## src/verilog/mcwr_pkg.sv

```systemverilog
// constants and types for the fieldbus communication supervision block
`default_nettype none
package mcwr_pkg;

  // special register word addresses
  localparam logic [15:0] ADDR_CMD       = 16'hfa00;
  localparam logic [15:0] ADDR_TIMEOUT   = 16'hfa01;
  localparam logic [15:0] ADDR_STATE     = 16'hfa02;
  localparam logic [15:0] ADDR_CONFIG    = 16'hfa03;
  localparam logic [15:0] ADDR_TCP_SUP   = 16'hfa04;
  localparam logic [15:0] ADDR_BLINK1    = 16'hfa0a;
  localparam logic [15:0] ADDR_BLINK2    = 16'hfa0b;
  localparam logic [15:0] ADDR_BLINK3    = 16'hfa0c;
  localparam logic [15:0] ADDR_RUN_STATE = 16'hfa0d;
  localparam logic [15:0] ADDR_CAT0      = 16'hfa10;
  localparam logic [15:0] ADDR_CAT1      = 16'hfa11;
  localparam logic [15:0] ADDR_CAT2      = 16'hfa12;
  localparam logic [15:0] ADDR_CAT3      = 16'hfa13;
  localparam logic [15:0] ADDR_FW_LEVEL  = 16'hfa14;
  localparam logic [15:0] ADDR_HW_LEVEL  = 16'hfa15;
  localparam logic [15:0] ADDR_BOOT_LVL  = 16'hfa16;
  localparam logic [15:0] ADDR_IMG_VER   = 16'hfa17;
  localparam logic [15:0] ADDR_NET0      = 16'hfa20;
  localparam logic [15:0] ADDR_NET1      = 16'hfa21;
  localparam logic [15:0] ADDR_NET2      = 16'hfa22;
  localparam logic [15:0] ADDR_IN_TOTAL  = 16'hfa40;
  localparam logic [15:0] ADDR_IN_ANA    = 16'hfa41;
  localparam logic [15:0] ADDR_IN_DIG    = 16'hfa42;
  localparam logic [15:0] ADDR_OUT_TOTAL = 16'hfa43;
  localparam logic [15:0] ADDR_OUT_ANA   = 16'hfa44;
  localparam logic [15:0] ADDR_OUT_DIG   = 16'hfa45;
  localparam logic [15:0] ADDR_PAT_A     = 16'hfaa0;
  localparam logic [15:0] ADDR_PAT_B     = 16'hfaa1;
  localparam logic [15:0] ADDR_PAT_C     = 16'hfaa2;
  localparam logic [15:0] ADDR_ALIVE     = 16'hfafa;

  // fixed contents
  localparam logic [15:0] SIZE_ANALOG    = 16'h7d00;
  localparam logic [15:0] SIZE_DIGITAL   = 16'h8000;
  localparam logic [15:0] PATTERN_A      = 16'h1234;
  localparam logic [15:0] PATTERN_B      = 16'haaaa;
  localparam logic [15:0] PATTERN_C      = 16'h5555;
  localparam logic [15:0] RUN_CODE_STOP  = 16'h0001;
  localparam logic [15:0] RUN_CODE_RUN   = 16'h0002;

  // command words
  localparam logic [15:0] CMD_START      = 16'h5555;
  localparam logic [15:0] CMD_STOP       = 16'h55aa;
  localparam logic [15:0] CMD_RESET      = 16'haaaa;

  // status encodings
  localparam logic [15:0] STAT_NO_TMO    = 16'hffff;
  localparam logic [15:0] STAT_STOPPED   = 16'h0000;
  localparam logic [15:0] STAT_RUNNING   = 16'h0001;
  localparam logic [15:0] STAT_EXPIRED   = 16'h0002;

  // exception codes
  localparam logic [7:0]  EXC_NONE       = 8'h00;
  localparam logic [7:0]  EXC_BAD_FUNC   = 8'h01;
  localparam logic [7:0]  EXC_BAD_ADDR   = 8'h02;
  localparam logic [7:0]  EXC_BAD_VALUE  = 8'h03;

  // configuration field positions and reset values
  localparam int          CFG_CLOSE_TCP_BIT  = 0;
  localparam int          CFG_STATE_TRIG_BIT = 1;
  localparam int          CFG_EXPLICIT_BIT   = 2;
  localparam int          CFG_MODE_BIT       = 7;
  localparam logic [15:0] CONFIG_RESET   = 16'h0000;
  localparam logic [15:0] TIMEOUT_RESET  = 16'h0000;
  localparam logic [15:0] TCP_SUP_RESET  = 16'h0000;

  // timing: one timeout step, and the clock period
  localparam int          STEP_NS        = 1000000;
  localparam int          CLK_PERIOD_NS  = 5;
  localparam int          STEP_CYCLES    = STEP_NS / CLK_PERIOD_NS;

  typedef enum logic [1:0] {
    MCWR_NO_TMO,
    MCWR_STOPPED,
    MCWR_RUNNING,
    MCWR_EXPIRED
  } mcwr_state_t;

endpackage
`default_nettype wire

```

## src/verilog/mcwr_top.sv

```systemverilog
// fieldbus communication supervision timer with its special register window
`timescale 1ns/1ps
`default_nettype none

module mcwr_top
  import mcwr_pkg::*;
#(
  parameter int          STEP_CYCLES_P = STEP_CYCLES,
  // arbitrary neutral identity values
  parameter logic [63:0] CATALOGUE_NUM = 64'h0000000000000001,
  parameter logic [15:0] IMAGE_VERSION = 16'h0001
) (
  // clock and reset
  input  wire logic        I_CLK,
  input  wire logic        I_RSTN,
  // register request from the protocol engine
  input  wire logic        I_REQ_VALID,
  input  wire logic        I_REQ_WRITE,
  input  wire logic [15:0] I_REQ_ADDR,
  input  wire logic [15:0] I_REQ_WDATA,
  // device information shown in the window
  input  wire logic [15:0] I_BLINK_PART1,
  input  wire logic [15:0] I_BLINK_PART2,
  input  wire logic [15:0] I_BLINK_PART3,
  input  wire logic        I_CTRL_RUNNING,
  input  wire logic [15:0] I_FW_LEVEL,
  input  wire logic [15:0] I_HW_LEVEL,
  input  wire logic [15:0] I_BOOT_LEVEL,
  input  wire logic [47:0] I_NET_HW_ADDR,
  // register answer
  output logic             O_RSP_VALID,
  output logic [15:0]      O_RSP_RDATA,
  output logic [7:0]       O_RSP_EXC,
  // supervision outputs
  output logic             O_TIMEOUT,
  output logic             O_CLOSE_TCP,
  output logic [15:0]      O_TCP_SUPERVISION
);

  localparam int PW = $clog2(STEP_CYCLES_P + 1);

  mcwr_state_t   st_q;
  mcwr_state_t   st_d;
  logic [15:0]   tmo_q;
  logic [15:0]   tmo_d;
  logic [15:0]   cfg_q;
  logic [15:0]   cfg_d;
  logic [15:0]   tcp_q;
  logic [15:0]   tcp_d;
  logic [PW-1:0] pre_q;
  logic [15:0]   ms_cnt_q;
  logic [15:0]   alive_q;
  logic [15:0]   rdata;
  logic [7:0]    exc;
  logic          hit;
  logic          trig;
  logic          restart;
  logic          expire;
  logic          tick;
  logic          is_auto;

  // status word for each state
  function automatic logic [15:0] state_code(input mcwr_state_t s);
    logic [15:0] c;
    c = STAT_NO_TMO;
    unique case (s)
      MCWR_NO_TMO:  c = STAT_NO_TMO;
      MCWR_STOPPED: c = STAT_STOPPED;
      MCWR_RUNNING: c = STAT_RUNNING;
      MCWR_EXPIRED: c = STAT_EXPIRED;
    endcase
    return c;
  endfunction

  // readable word lookup; bit 16 marks a mapped address
  function automatic logic [16:0] lookup(input logic [15:0] a);
    logic [16:0] r;
    r = {1'b1, 16'h0000};
    unique case (a)
      ADDR_CMD:       r = {1'b1, 16'h0000};
      ADDR_TIMEOUT:   r = {1'b1, tmo_q};
      ADDR_STATE:     r = {1'b1, state_code(st_q)};
      ADDR_CONFIG:    r = {1'b1, cfg_q};
      ADDR_TCP_SUP:   r = {1'b1, tcp_q};
      ADDR_BLINK1:    r = {1'b1, I_BLINK_PART1};
      ADDR_BLINK2:    r = {1'b1, I_BLINK_PART2};
      ADDR_BLINK3:    r = {1'b1, I_BLINK_PART3};
      ADDR_RUN_STATE: r = {1'b1, I_CTRL_RUNNING ? RUN_CODE_RUN : RUN_CODE_STOP};
      ADDR_CAT0:      r = {1'b1, CATALOGUE_NUM[63:48]};
      ADDR_CAT1:      r = {1'b1, CATALOGUE_NUM[47:32]};
      ADDR_CAT2:      r = {1'b1, CATALOGUE_NUM[31:16]};
      ADDR_CAT3:      r = {1'b1, CATALOGUE_NUM[15:0]};
      ADDR_FW_LEVEL:  r = {1'b1, I_FW_LEVEL};
      ADDR_HW_LEVEL:  r = {1'b1, I_HW_LEVEL};
      ADDR_BOOT_LVL:  r = {1'b1, I_BOOT_LEVEL};
      ADDR_IMG_VER:   r = {1'b1, IMAGE_VERSION};
      ADDR_NET0:      r = {1'b1, I_NET_HW_ADDR[47:32]};
      ADDR_NET1:      r = {1'b1, I_NET_HW_ADDR[31:16]};
      ADDR_NET2:      r = {1'b1, I_NET_HW_ADDR[15:0]};
      ADDR_IN_TOTAL:  r = {1'b1, SIZE_ANALOG};
      ADDR_IN_ANA:    r = {1'b1, SIZE_ANALOG};
      ADDR_IN_DIG:    r = {1'b1, SIZE_DIGITAL};
      ADDR_OUT_TOTAL: r = {1'b1, SIZE_ANALOG};
      ADDR_OUT_ANA:   r = {1'b1, SIZE_ANALOG};
      ADDR_OUT_DIG:   r = {1'b1, SIZE_DIGITAL};
      ADDR_PAT_A:     r = {1'b1, PATTERN_A};
      ADDR_PAT_B:     r = {1'b1, PATTERN_B};
      ADDR_PAT_C:     r = {1'b1, PATTERN_C};
      ADDR_ALIVE:     r = {1'b1, alive_q};
      default:        r = {1'b0, 16'h0000};
    endcase
    return r;
  endfunction

  assign is_auto = cfg_q[CFG_MODE_BIT];
  assign tick    = (pre_q == PW'(STEP_CYCLES_P - 1));

  // request decode, command handling and state transitions
  always_comb begin
    st_d    = st_q;
    tmo_d   = tmo_q;
    cfg_d   = cfg_q;
    tcp_d   = tcp_q;
    exc     = EXC_NONE;
    {hit, rdata} = lookup(I_REQ_ADDR);
    trig    = 1'b0;
    restart = 1'b0;
    expire  = 1'b0;
    if (I_REQ_VALID) begin
      if (!hit) begin
        exc   = EXC_BAD_ADDR;
        rdata = 16'h0000;
      end else if (!I_REQ_WRITE) begin
        if (I_REQ_ADDR == ADDR_CMD) begin
          exc   = EXC_BAD_FUNC;
          rdata = 16'h0000;
        end
      end else begin
        rdata = 16'h0000;
        unique case (I_REQ_ADDR)
          ADDR_CMD: begin
            if (I_REQ_WDATA == CMD_START) begin
              // auto mode: start is only a trigger, and may revive an expiry
              if (st_q == MCWR_NO_TMO || (st_q == MCWR_EXPIRED && !is_auto)) begin
                exc = EXC_BAD_VALUE;
              end else begin
                st_d = MCWR_RUNNING;
              end
            end else if (!is_auto && I_REQ_WDATA == CMD_STOP) begin
              if (st_q == MCWR_NO_TMO || st_q == MCWR_EXPIRED) begin
                exc = EXC_BAD_VALUE;
              end else begin
                st_d = MCWR_STOPPED;
              end
            end else if (!is_auto && I_REQ_WDATA == CMD_RESET) begin
              if (st_q == MCWR_EXPIRED) begin
                st_d = MCWR_STOPPED;
              end else begin
                exc = EXC_BAD_VALUE;
              end
            end else begin
              exc = EXC_BAD_VALUE;
            end
          end
          ADDR_TIMEOUT: begin
            if (st_q == MCWR_RUNNING || st_q == MCWR_EXPIRED) begin
              exc = EXC_BAD_FUNC;
            end else begin
              tmo_d = I_REQ_WDATA;
              if (I_REQ_WDATA == 16'h0000) begin
                st_d = MCWR_NO_TMO;
              end else begin
                st_d = is_auto ? MCWR_RUNNING : MCWR_STOPPED;
              end
            end
          end
          ADDR_CONFIG: begin
            cfg_d = I_REQ_WDATA;
            if (is_auto && !I_REQ_WDATA[CFG_MODE_BIT] && st_q == MCWR_RUNNING) begin
              st_d = MCWR_STOPPED;
            end else if (!is_auto && I_REQ_WDATA[CFG_MODE_BIT] && st_q == MCWR_STOPPED) begin
              st_d = MCWR_RUNNING;
            end
          end
          ADDR_TCP_SUP: begin
            tcp_d = I_REQ_WDATA;
          end
          default: begin
            exc = EXC_BAD_FUNC;
          end
        endcase
      end
      // which accepted requests count as triggers
      if (exc == EXC_NONE) begin
        if (cfg_q[CFG_EXPLICIT_BIT]) begin
          trig = I_REQ_WRITE && I_REQ_ADDR == ADDR_CMD && I_REQ_WDATA == CMD_START;
        end else begin
          trig = I_REQ_WRITE || I_REQ_ADDR != ADDR_STATE || cfg_q[CFG_STATE_TRIG_BIT];
        end
      end
    end
    // auto mode restarts an expired supervision on the next trigger
    if (trig && is_auto && cfg_d[CFG_MODE_BIT] && st_d == MCWR_EXPIRED) begin
      st_d = MCWR_RUNNING;
    end
    restart = (st_d == MCWR_RUNNING) && (trig || st_q != MCWR_RUNNING);
    // expiry loses to a trigger in the same cycle
    if (st_q == MCWR_RUNNING && st_d == MCWR_RUNNING && !restart && tick &&
        ({1'b0, ms_cnt_q} + 17'h00001) >= {1'b0, tmo_q}) begin
      st_d   = MCWR_EXPIRED;
      expire = 1'b1;
    end
  end

  // supervision state and software-visible registers
  always_ff @(posedge I_CLK or negedge I_RSTN) begin
    if (!I_RSTN) begin
      st_q  <= MCWR_NO_TMO;
      tmo_q <= TIMEOUT_RESET;
      cfg_q <= CONFIG_RESET;
      tcp_q <= TCP_SUP_RESET;
    end else begin
      st_q  <= st_d;
      tmo_q <= tmo_d;
      cfg_q <= cfg_d;
      tcp_q <= tcp_d;
    end
  end

  // step prescaler; restarted with the count so the interval is exact
  always_ff @(posedge I_CLK or negedge I_RSTN) begin
    if (!I_RSTN) begin
      pre_q <= '0;
    end else if (restart || st_q != MCWR_RUNNING || tick) begin
      pre_q <= '0;
    end else begin
      pre_q <= pre_q + PW'(1);
    end
  end

  // elapsed 1 ms steps since the last counted trigger
  always_ff @(posedge I_CLK or negedge I_RSTN) begin
    if (!I_RSTN) begin
      ms_cnt_q <= 16'h0000;
    end else if (restart || st_q != MCWR_RUNNING) begin
      ms_cnt_q <= 16'h0000;
    end else if (tick) begin
      ms_cnt_q <= ms_cnt_q + 16'h0001;
    end
  end

  // alive word counts served requests so the master sees the slave working
  always_ff @(posedge I_CLK or negedge I_RSTN) begin
    if (!I_RSTN) begin
      alive_q <= 16'h0000;
    end else if (I_REQ_VALID) begin
      alive_q <= alive_q + 16'h0001;
    end
  end

  // answer, one cycle after the request
  always_ff @(posedge I_CLK or negedge I_RSTN) begin
    if (!I_RSTN) begin
      O_RSP_VALID <= 1'b0;
      O_RSP_RDATA <= 16'h0000;
      O_RSP_EXC   <= EXC_NONE;
    end else begin
      O_RSP_VALID <= I_REQ_VALID;
      O_RSP_RDATA <= I_REQ_VALID ? rdata : 16'h0000;
      O_RSP_EXC   <= I_REQ_VALID ? exc : EXC_NONE;
    end
  end

  // timeout response outputs
  always_ff @(posedge I_CLK or negedge I_RSTN) begin
    if (!I_RSTN) begin
      O_TIMEOUT         <= 1'b0;
      O_CLOSE_TCP       <= 1'b0;
      O_TCP_SUPERVISION <= TCP_SUP_RESET;
    end else begin
      O_TIMEOUT         <= (st_d == MCWR_EXPIRED);
      O_CLOSE_TCP       <= expire && cfg_q[CFG_CLOSE_TCP_BIT];
      O_TCP_SUPERVISION <= tcp_d;
    end
  end
endmodule // mcwr_top
`default_nettype wire

```

## config.mk

```make
export PLATFORM = sky130hd
export DESIGN_NAME = mcwr_top
export DESIGN_NICKNAME = d
export VERILOG_FILES = /design/src/verilog/mcwr_pkg.sv /design/src/verilog/mcwr_top.sv
export SDC_FILE = /design/constraint.sdc
export NUM_CORES = 1
export LEC_CHECK = 0
export BUFFER_PORTS_ARGS = -buffer_cell sky130_fd_sc_hd__buf_4
export CORE_AREA = 2 2 115 161
export CTS_CLUSTER_SIZE = 28
export DETAILED_ROUTE_END_ITERATION = 12
export DIE_AREA = 0 0 117 163
export PLACE_DENSITY = 0.8
export SETUP_SLACK_MARGIN = 0.3
export SLEW_MARGIN = 20
export SYNTH_ARGS = -nofsm -noshare
export SYNTH_HDL_FRONTEND = slang
export SYNTH_SLANG_ARGS = --single-unit
```

## constraint.sdc

```tcl
create_clock -name I_CLK -period 5.95 [get_ports I_CLK]
set_clock_uncertainty 0.05 [all_clocks]
set_input_delay 1.19 -clock I_CLK [delete_from_list [all_inputs] [get_ports I_CLK]]
set_output_delay 1.19 -clock I_CLK [all_outputs]
set_load 0.02 [all_outputs]
```

==> results of run 1 <==
metal layers:
metal	vias to the layer above	GRT usage (%)	share of wire, %
met5	-	0	0
met2	458	51.63	50
met4	0	17.86	6.1
met1	3855	35.18	35
met3	139	8.411	8.8
li1	3587	-	-
cell usage in the layout (no fill, tap or decap), types with 6 or more instances in the layout:
cell type	synthesis	routed
and4_1	8	8
buf_4	6	231
a211oi_1	7	7
and3_1	16	16
nor3_1	22	18
xor2_1	35	35
o21ai_1	6	6
a221oi_1	17	17
clkbuf_16	0	17
a21oi_1	30	30
a31oi_1	16	16
inv_1	28	28
o21ai_0	27	27
nand4_1	21	21
mux2_2	34	34
nand3_1	36	36
a22oi_1	29	29
nor4_1	12	12
a22o_1	17	17
xnor2_1	25	25
mux2i_1	9	9
nor2_1	76	76
conb_1	1	6
nor2b_1	10	10
nand2_1	71	71
nor3_2	6	8
dfrtp_1	121	121
nand2b_1	6	6
a2111oi_0	7	7
ha_1	26	26
per-stage QoR:
stage / power [µW] / hold slack [ns] / utilization (%) / cells
finish: 2083 / 0.4284 / 57.73 / 1313
global route: 2137 / 0.4417 / 57.73 / 1313
CTS: 2082 / 0.4282 / 57.64 / 1311
detailed placement: 1108 / 0.4204 / 54.50 / 1279
global placement: 1102 / 0.4083 / 54.47 / 1279
floorplan: 961.0 / 0.3921 / - / 855
cells by family after synthesis:
group | synth area share [%]
AND/OR/NAND/NOR | 21.95
AO/OA/AOI/OAI | 18.29
flip-flops | 38.72
buffers and inverters | 4.064
XOR/XNOR | 6.720
multiplexers | 6.048
adder cells (fa/ha/maj) | 4.160
other | 0.04795
worst max-delay path: stages, from the launching register on:
cell and delay [ns]:
dfrtp_1 0.44, ha_1 0.24, nand3_1 0.18, nor3_1 0.38
and3_1 0.28, nand3_1 0.15, nor2_1 0.26, xor2_1 0.18
ha_1 0.27, o21a_1 0.12, o21ai_0 0.26, a2bb2oi_1 0.21
nor3_1 0.09, a311oi_1 0.53, a2111oi_0 0.26, or2_1 0.26
final cells by class:
class	instances	area, µm²	share of cell area, %
multi-input cells	659	4534	44.17
well taps	240	300.3	2.925
repair buffers	231	1734	16.89
inverters	28	105.1	1.024
flip-flops and latches	121	3028	29.50
clock buffers	21	460.4	4.486
diodes	2	5.005	0.04876
clock inverters	11	97.59	0.9508
worst min-delay path by stage:
stage	start	end	slack, ns	cells past startpoint
final	alive_q[15]	alive_q[15]	0.43	1
after global placement	alive_q[15]	alive_q[15]	0.41	1
after detailed placement	alive_q[15]	alive_q[15]	0.42	1
after global routing	alive_q[15]	alive_q[15]	0.44	1
after floorplan	alive_q[15]	alive_q[15]	0.39	1
after CTS	alive_q[15]	alive_q[15]	0.43	1
flip-flops by register name, indices dropped and copies added (netlist names):
name and count:
O_CLOSE_TCP 1, O_TIMEOUT 1, pre_q 18, O_RSP_RDATA 16
ms_cnt_q 16, O_TCP_SUPERVISION 16, alive_q 16, tmo_q 16
st_q 2, O_RSP_EXC 2, O_RSP_VALID 1, cfg_q 16
power by group through the flow:
stage	clock network, µW	logic [µW]	registers, µW
floorplan	0	75.6	885
global placement	0	209	893
detailed placement	0	214	894
CTS	984	218	881
global route	1010	239	884
finish	978	222	883
==> flow_summary.json, run 1 <==
{
  "r2r_start": "ms_cnt_q[0]",
  "setup_viol": 0,
  "vias": 8039,
  "fin_area_um2": 10260,
  "path_class": "flop to flop",
  "synthArstFlopShare_pct": 100.0,
  "htreeDepth": 4,
  "antenna_found_initial": 2,
  "ctsHoldBuffers": 0,
  "vias_per_cell": 6.123,
  "dieArea_um2": 19070,
  "drt_iter0_markers": 764,
  "row_count": 58,
  "gp_congestion": 0.9237,
  "synthFlopType": "dfrtp_1",
  "wl_mm": 29.76,
  "grt_pass1_vias": 8006,
  "grt_first_pass_wirelength_mm": 44.52,
  "reg2regPathDepth": 15,
  "powerDensity_nw_per_um2": 202.9,
  "syn_area_per_cell_um2": 9.200,
  "synth-edff-count": 0,
  "synth_cell_types": 74,
  "synthCells": 850,
  "internal_power_uw": 1556,
  "post_cts_buffers": 0,
  "ctsRootBufferMaster": "clkbuf_16",
  "synthTopCellsByArea": "dfrtp_1, mux2_2, ha_1",
  "endpoint_kind": "flop",
  "synth_top_area_share_pct": 38.72,
  "yosys.area.top_type": "dfrtp_1",
  "cts_sinks": 121,
  "dr.pass1.iters": 6,
  "finalHoldViolCount": 0,
  "grt_max_degree": 65,
  "critPathLaunch": "ms_cnt_q[0]",
  "layout.nets": 1265,
  "io_pins": 224,
  "wl_per_cell_um": 22.66,
  "clk_path_buf_depth": 2,
  "min_period_ns": 4.284,
  "crit_path_end": "O_TIMEOUT",
  "ir_drop_mv": 0.1934,
  "power_frac_comb_pct": 10.6,
  "clk_pin_slew_ns": 0.06,
  "synth_common_cells": "dfrtp_1, nor2_1, nand2_1, nand3_1, xor2_1",
  "syn_area_um2": 7820,
  "timing.fmax_mhz": 233.4,
  "place_hpwl_mm": 22.35,
  "layout-drive-gt1-share_pct": 29.32,
  "ys_warn_count": 0,
  "die_w_um": 117,
  "fp.coreArea_um2": 17780,
  "max_cap_viol_count": 0,
  "portBuffers": 217,
  "tritoncts": "built",
  "ant_nets": 0,
  "cp-start-kind": "flop",
  "grt_setup_unrepaired": "no",
  "slew_viol_final": 0,
  "power_switching_share_pct": 25.32,
  "slew_headroom_pct": 29.78,
  "dpl_cell_area_um2": 9689,
  "drc": 0,
  "ctsResizeCount": 0,
  "regToRegEndpoint": "O_TIMEOUT",
  "seq_area_frac_synth_pct": 38.72,
  "required_ns": 6.20,
  "initial_core_util_pct": 43.98,
  "fillers": 1556,
  "arrival_ns": 4.53,
  "pre_cts_ws_ns": 1.423,
  "clk_latency_ns": 0.41,
  "power_leakage_uw": 0.004690,
  "finalCritPeriodShare_pct": 72.01,
  "grt.total_usage_pct": 30.97,
  "dieHeight_um": 163,
  "seqPwrFrac_pct": 42.4,
  "finalWorstSetupSlack_ns": 1.666,
  "worst_pin_slew_ns": 1.044,
  "setup_tns_ns": 0,
  "hold_path.class": "flop to flop",
  "syn_to_final_growth_pct": 31.26,
  "synth.most_common_cell": "dfrtp_1",
  "switchingPower_uw": 527.5,
  "status": "finished clean",
  "r2r_setup_slack_ns": 1.67,
  "ys_ff_latch": 121,
  "crit_fanout": 4,
  "cts_made_buffers": 17,
  "overflow": 0,
  "power_frac_clock_pct": 47.0
}
Power figures use the tool's default switching activity.
==> run 2, diff against run 1 <==
- clock period: 5.95 -> 4.33 ns (I/O delays scaled with it)
==> flow_summary.json, run 2 (synthesized netlist as in run 1, its figures left out) <==
{
  "fp.coreArea_um2": 17780,
  "r2r_setup_slack_ns": 0.71,
  "path_common_cell": "buf_4",
  "hold_depth": 1,
  "slew_headroom_pct": 37.89,
  "finalHoldViolCount": 0,
  "dr.pass1.iters": 7,
  "setup_viol": 0,
  "gp_congestion": 0.9332,
  "antenna_found_initial": 1,
  "tritoncts": "built",
  "endpoint_kind": "flop",
  "wl_per_cell_um": 22.37,
  "crit_family": "simple AND/OR/NAND/NOR gates",
  "htreeDepth": 4,
  "syn_to_final_growth_pct": 33.17,
  "layout-drive-gt1-share_pct": 30.32,
  "power_leakage_uw": 0.004782,
  "row_count": 58,
  "max_cap_viol_count": 0,
  "initial_core_util_pct": 43.98,
  "clk_latency_ns": 0.43,
  "multi_input_area_um2": 4548,
  "ant_nets": 0,
  "hold_path.class": "flop to flop",
  "top_register": "pre_q",
  "clk_pin_slew_ns": 0.05,
  "crit_chain": "buf_4 > or4_1 > buf_4 > nor4_1 > o21ai_0 > nor4b_1 > nor3_4 > o31ai_4 > buf_4 > nor3_1",
  "worstHoldStart": "alive_q[15]",
  "largest_reg_flops": 18,
  "grt_pass1_vias": 8060,
  "instances_no_fill": 1326,
  "dieArea_um2": 19070,
  "finalCritPeriodShare_pct": 83.65,
  "regToRegEndpoint": "O_TIMEOUT",
  "cts_made_buffers": 17,
  "reg2regPathDepth": 13,
  "overflow": 0,
  "grt_first_pass_wirelength_mm": 44.26,
  "ctsHoldBuffers": 0,
  "die_w_um": 117,
  "seqCellArea_um2": 3028,
  "r2r_start": "ms_cnt_q[2]",
  "whs_endpoint": "alive_q[15]",
  "setup_tns_ns": 0,
  "required_ns": 4.55,
  "cp_slowest_stage_delay_ns": 0.69,
  "grt_max_degree": 54,
  "grt_setup_unrepaired": "no",
  "grt.total_usage_pct": 31.01,
  "drc": 0,
  "status": "finished clean",
  "layout.nets": 1279,
  "path_class": "input pin to flop",
  "min_period_ns": 3.622,
  "timing.fmax_mhz": 276.1,
  "fillers": 1550,
  "dieHeight_um": 163,
  "wl_mm": 29.66,
  "arrival_ns": 3.85,
  "ir_drop_mv": 0.2031,
  "post_cts_buffers": 0,
  "final_common_cell": "buf_4",
  "powerDensity_nw_per_um2": 283.5,
  "ctsRootBufferMaster": "clkbuf_16",
  "cp-start-kind": "input pin",
  "slew_viol_final": 0,
  "critPathBufInv": 3,
  "worst_pin_slew_ns": 0.9219,
  "placed_cells": 1293,
  "crit_slowest_cell": "or4_1",
  "drt_iter0_markers": 841,
  "clk_path_buf_depth": 2,
  "vias_per_cell": 6.110,
  "cts_sinks": 121,
  "crit_fanout": 34,
  "layout_common_cells": "buf_4, dfrtp_1, nor2_1",
  "place_hpwl_mm": 22.12,
  "io_pins": 224,
  "portBuffers": 217,
  "vias": 8102
}
[run 2: changes by cell type in the layout (fill, tap and decap cells not counted), sizes merged]
cell,change
buf,+14
clkinvlp,-4
clkbuf,+3
bufinv,+2
diode,-1
inv,-1
[run 2: layout make-up]
type                    count  area share (%)
diodes                      1         0.02403
clock buffers              24           4.530
clock inverters             8           1.141
inverters                  28           1.009
multi-input cells         659           43.67
flip-flops and latches    121           29.08
well taps                 240           2.884
repair buffers            245           17.66
[run 2: worst max-delay path by stage]
stage,cells past startpoint,to,slack [ns],startpoint
floorplan,10,pre_q[10],0.91,I_REQ_ADDR[4]
global placement,10,pre_q[3],0.30,I_REQ_ADDR[4]
detailed placement,10,pre_q[3],0.26,I_REQ_ADDR[4]
CTS,15,O_CLOSE_TCP,0.31,ms_cnt_q[0]
global route,15,O_TIMEOUT,0.38,ms_cnt_q[0]
finish,10,pre_q[3],0.71,I_REQ_ADDR[4]
[run 2: worst register-to-register path, cell delays in order, from the launching register on]
cell       delay (ns)
dfrtp_1          0.42
nand3_1          0.20
nor3_1           0.50
and4_1           0.34
nand3_1          0.15
xnor2_1          0.16
ha_1             0.30
o21a_1           0.19
o21ai_0          0.21
a2bb2oi_1        0.20
nor3_1           0.07
a311oi_2         0.34
a2111oi_2        0.15
or2_1            0.24
[run 2: power by group]
part | total (µW) | internal, µW | switching, µW
Clock | 1440 | 932 | 511
Combinational | 298 | 157 | 142
Sequential | 1210 | 1160 | 46.4
[run 2: metal layers]
| layer | track usage, % | routed length [µm] | up-vias | part of all wire [%] |
|---|---|---|---|---|
| li1 | - | - | 3612 | - |
| met1 | 34.74 | 10410 | 3863 | 35 |
| met2 | 51.10 | 14760 | 514 | 50 |
| met3 | 8.448 | 2814 | 113 | 9.5 |
| met4 | 20.11 | 1674 | 0 | 5.6 |
| met5 | 0 | 0 | - | 0 |
[run 2: through the flow]
stage / power (µW) / hold WS (ns) / area (µm²) / utilization [%] / setup slack, ns
3_3_place_gp: 1514 / 0.4072 / 9789 / 55.06 / 0.2984
4_1_cts: 2947 / 0.4190 / 10380 / 58.38 / 0.3140
2_1_floorplan: 1321 / 0.3921 / 7839 / - / 0.9133
5_1_grt: 3035 / 0.4664 / 10410 / 58.57 / 0.3760
6_report: 2952 / 0.4214 / 10410 / 58.57 / 0.7080
3_5_place_dp: 1521 / 0.4121 / 9789 / 55.06 / 0.2629
[run 2: repair_timing]
item,in CTS,in global routing
setup endpoints to repair,0,3
endpoints found under the hold margin,0,0
gates resized for setup,0,7
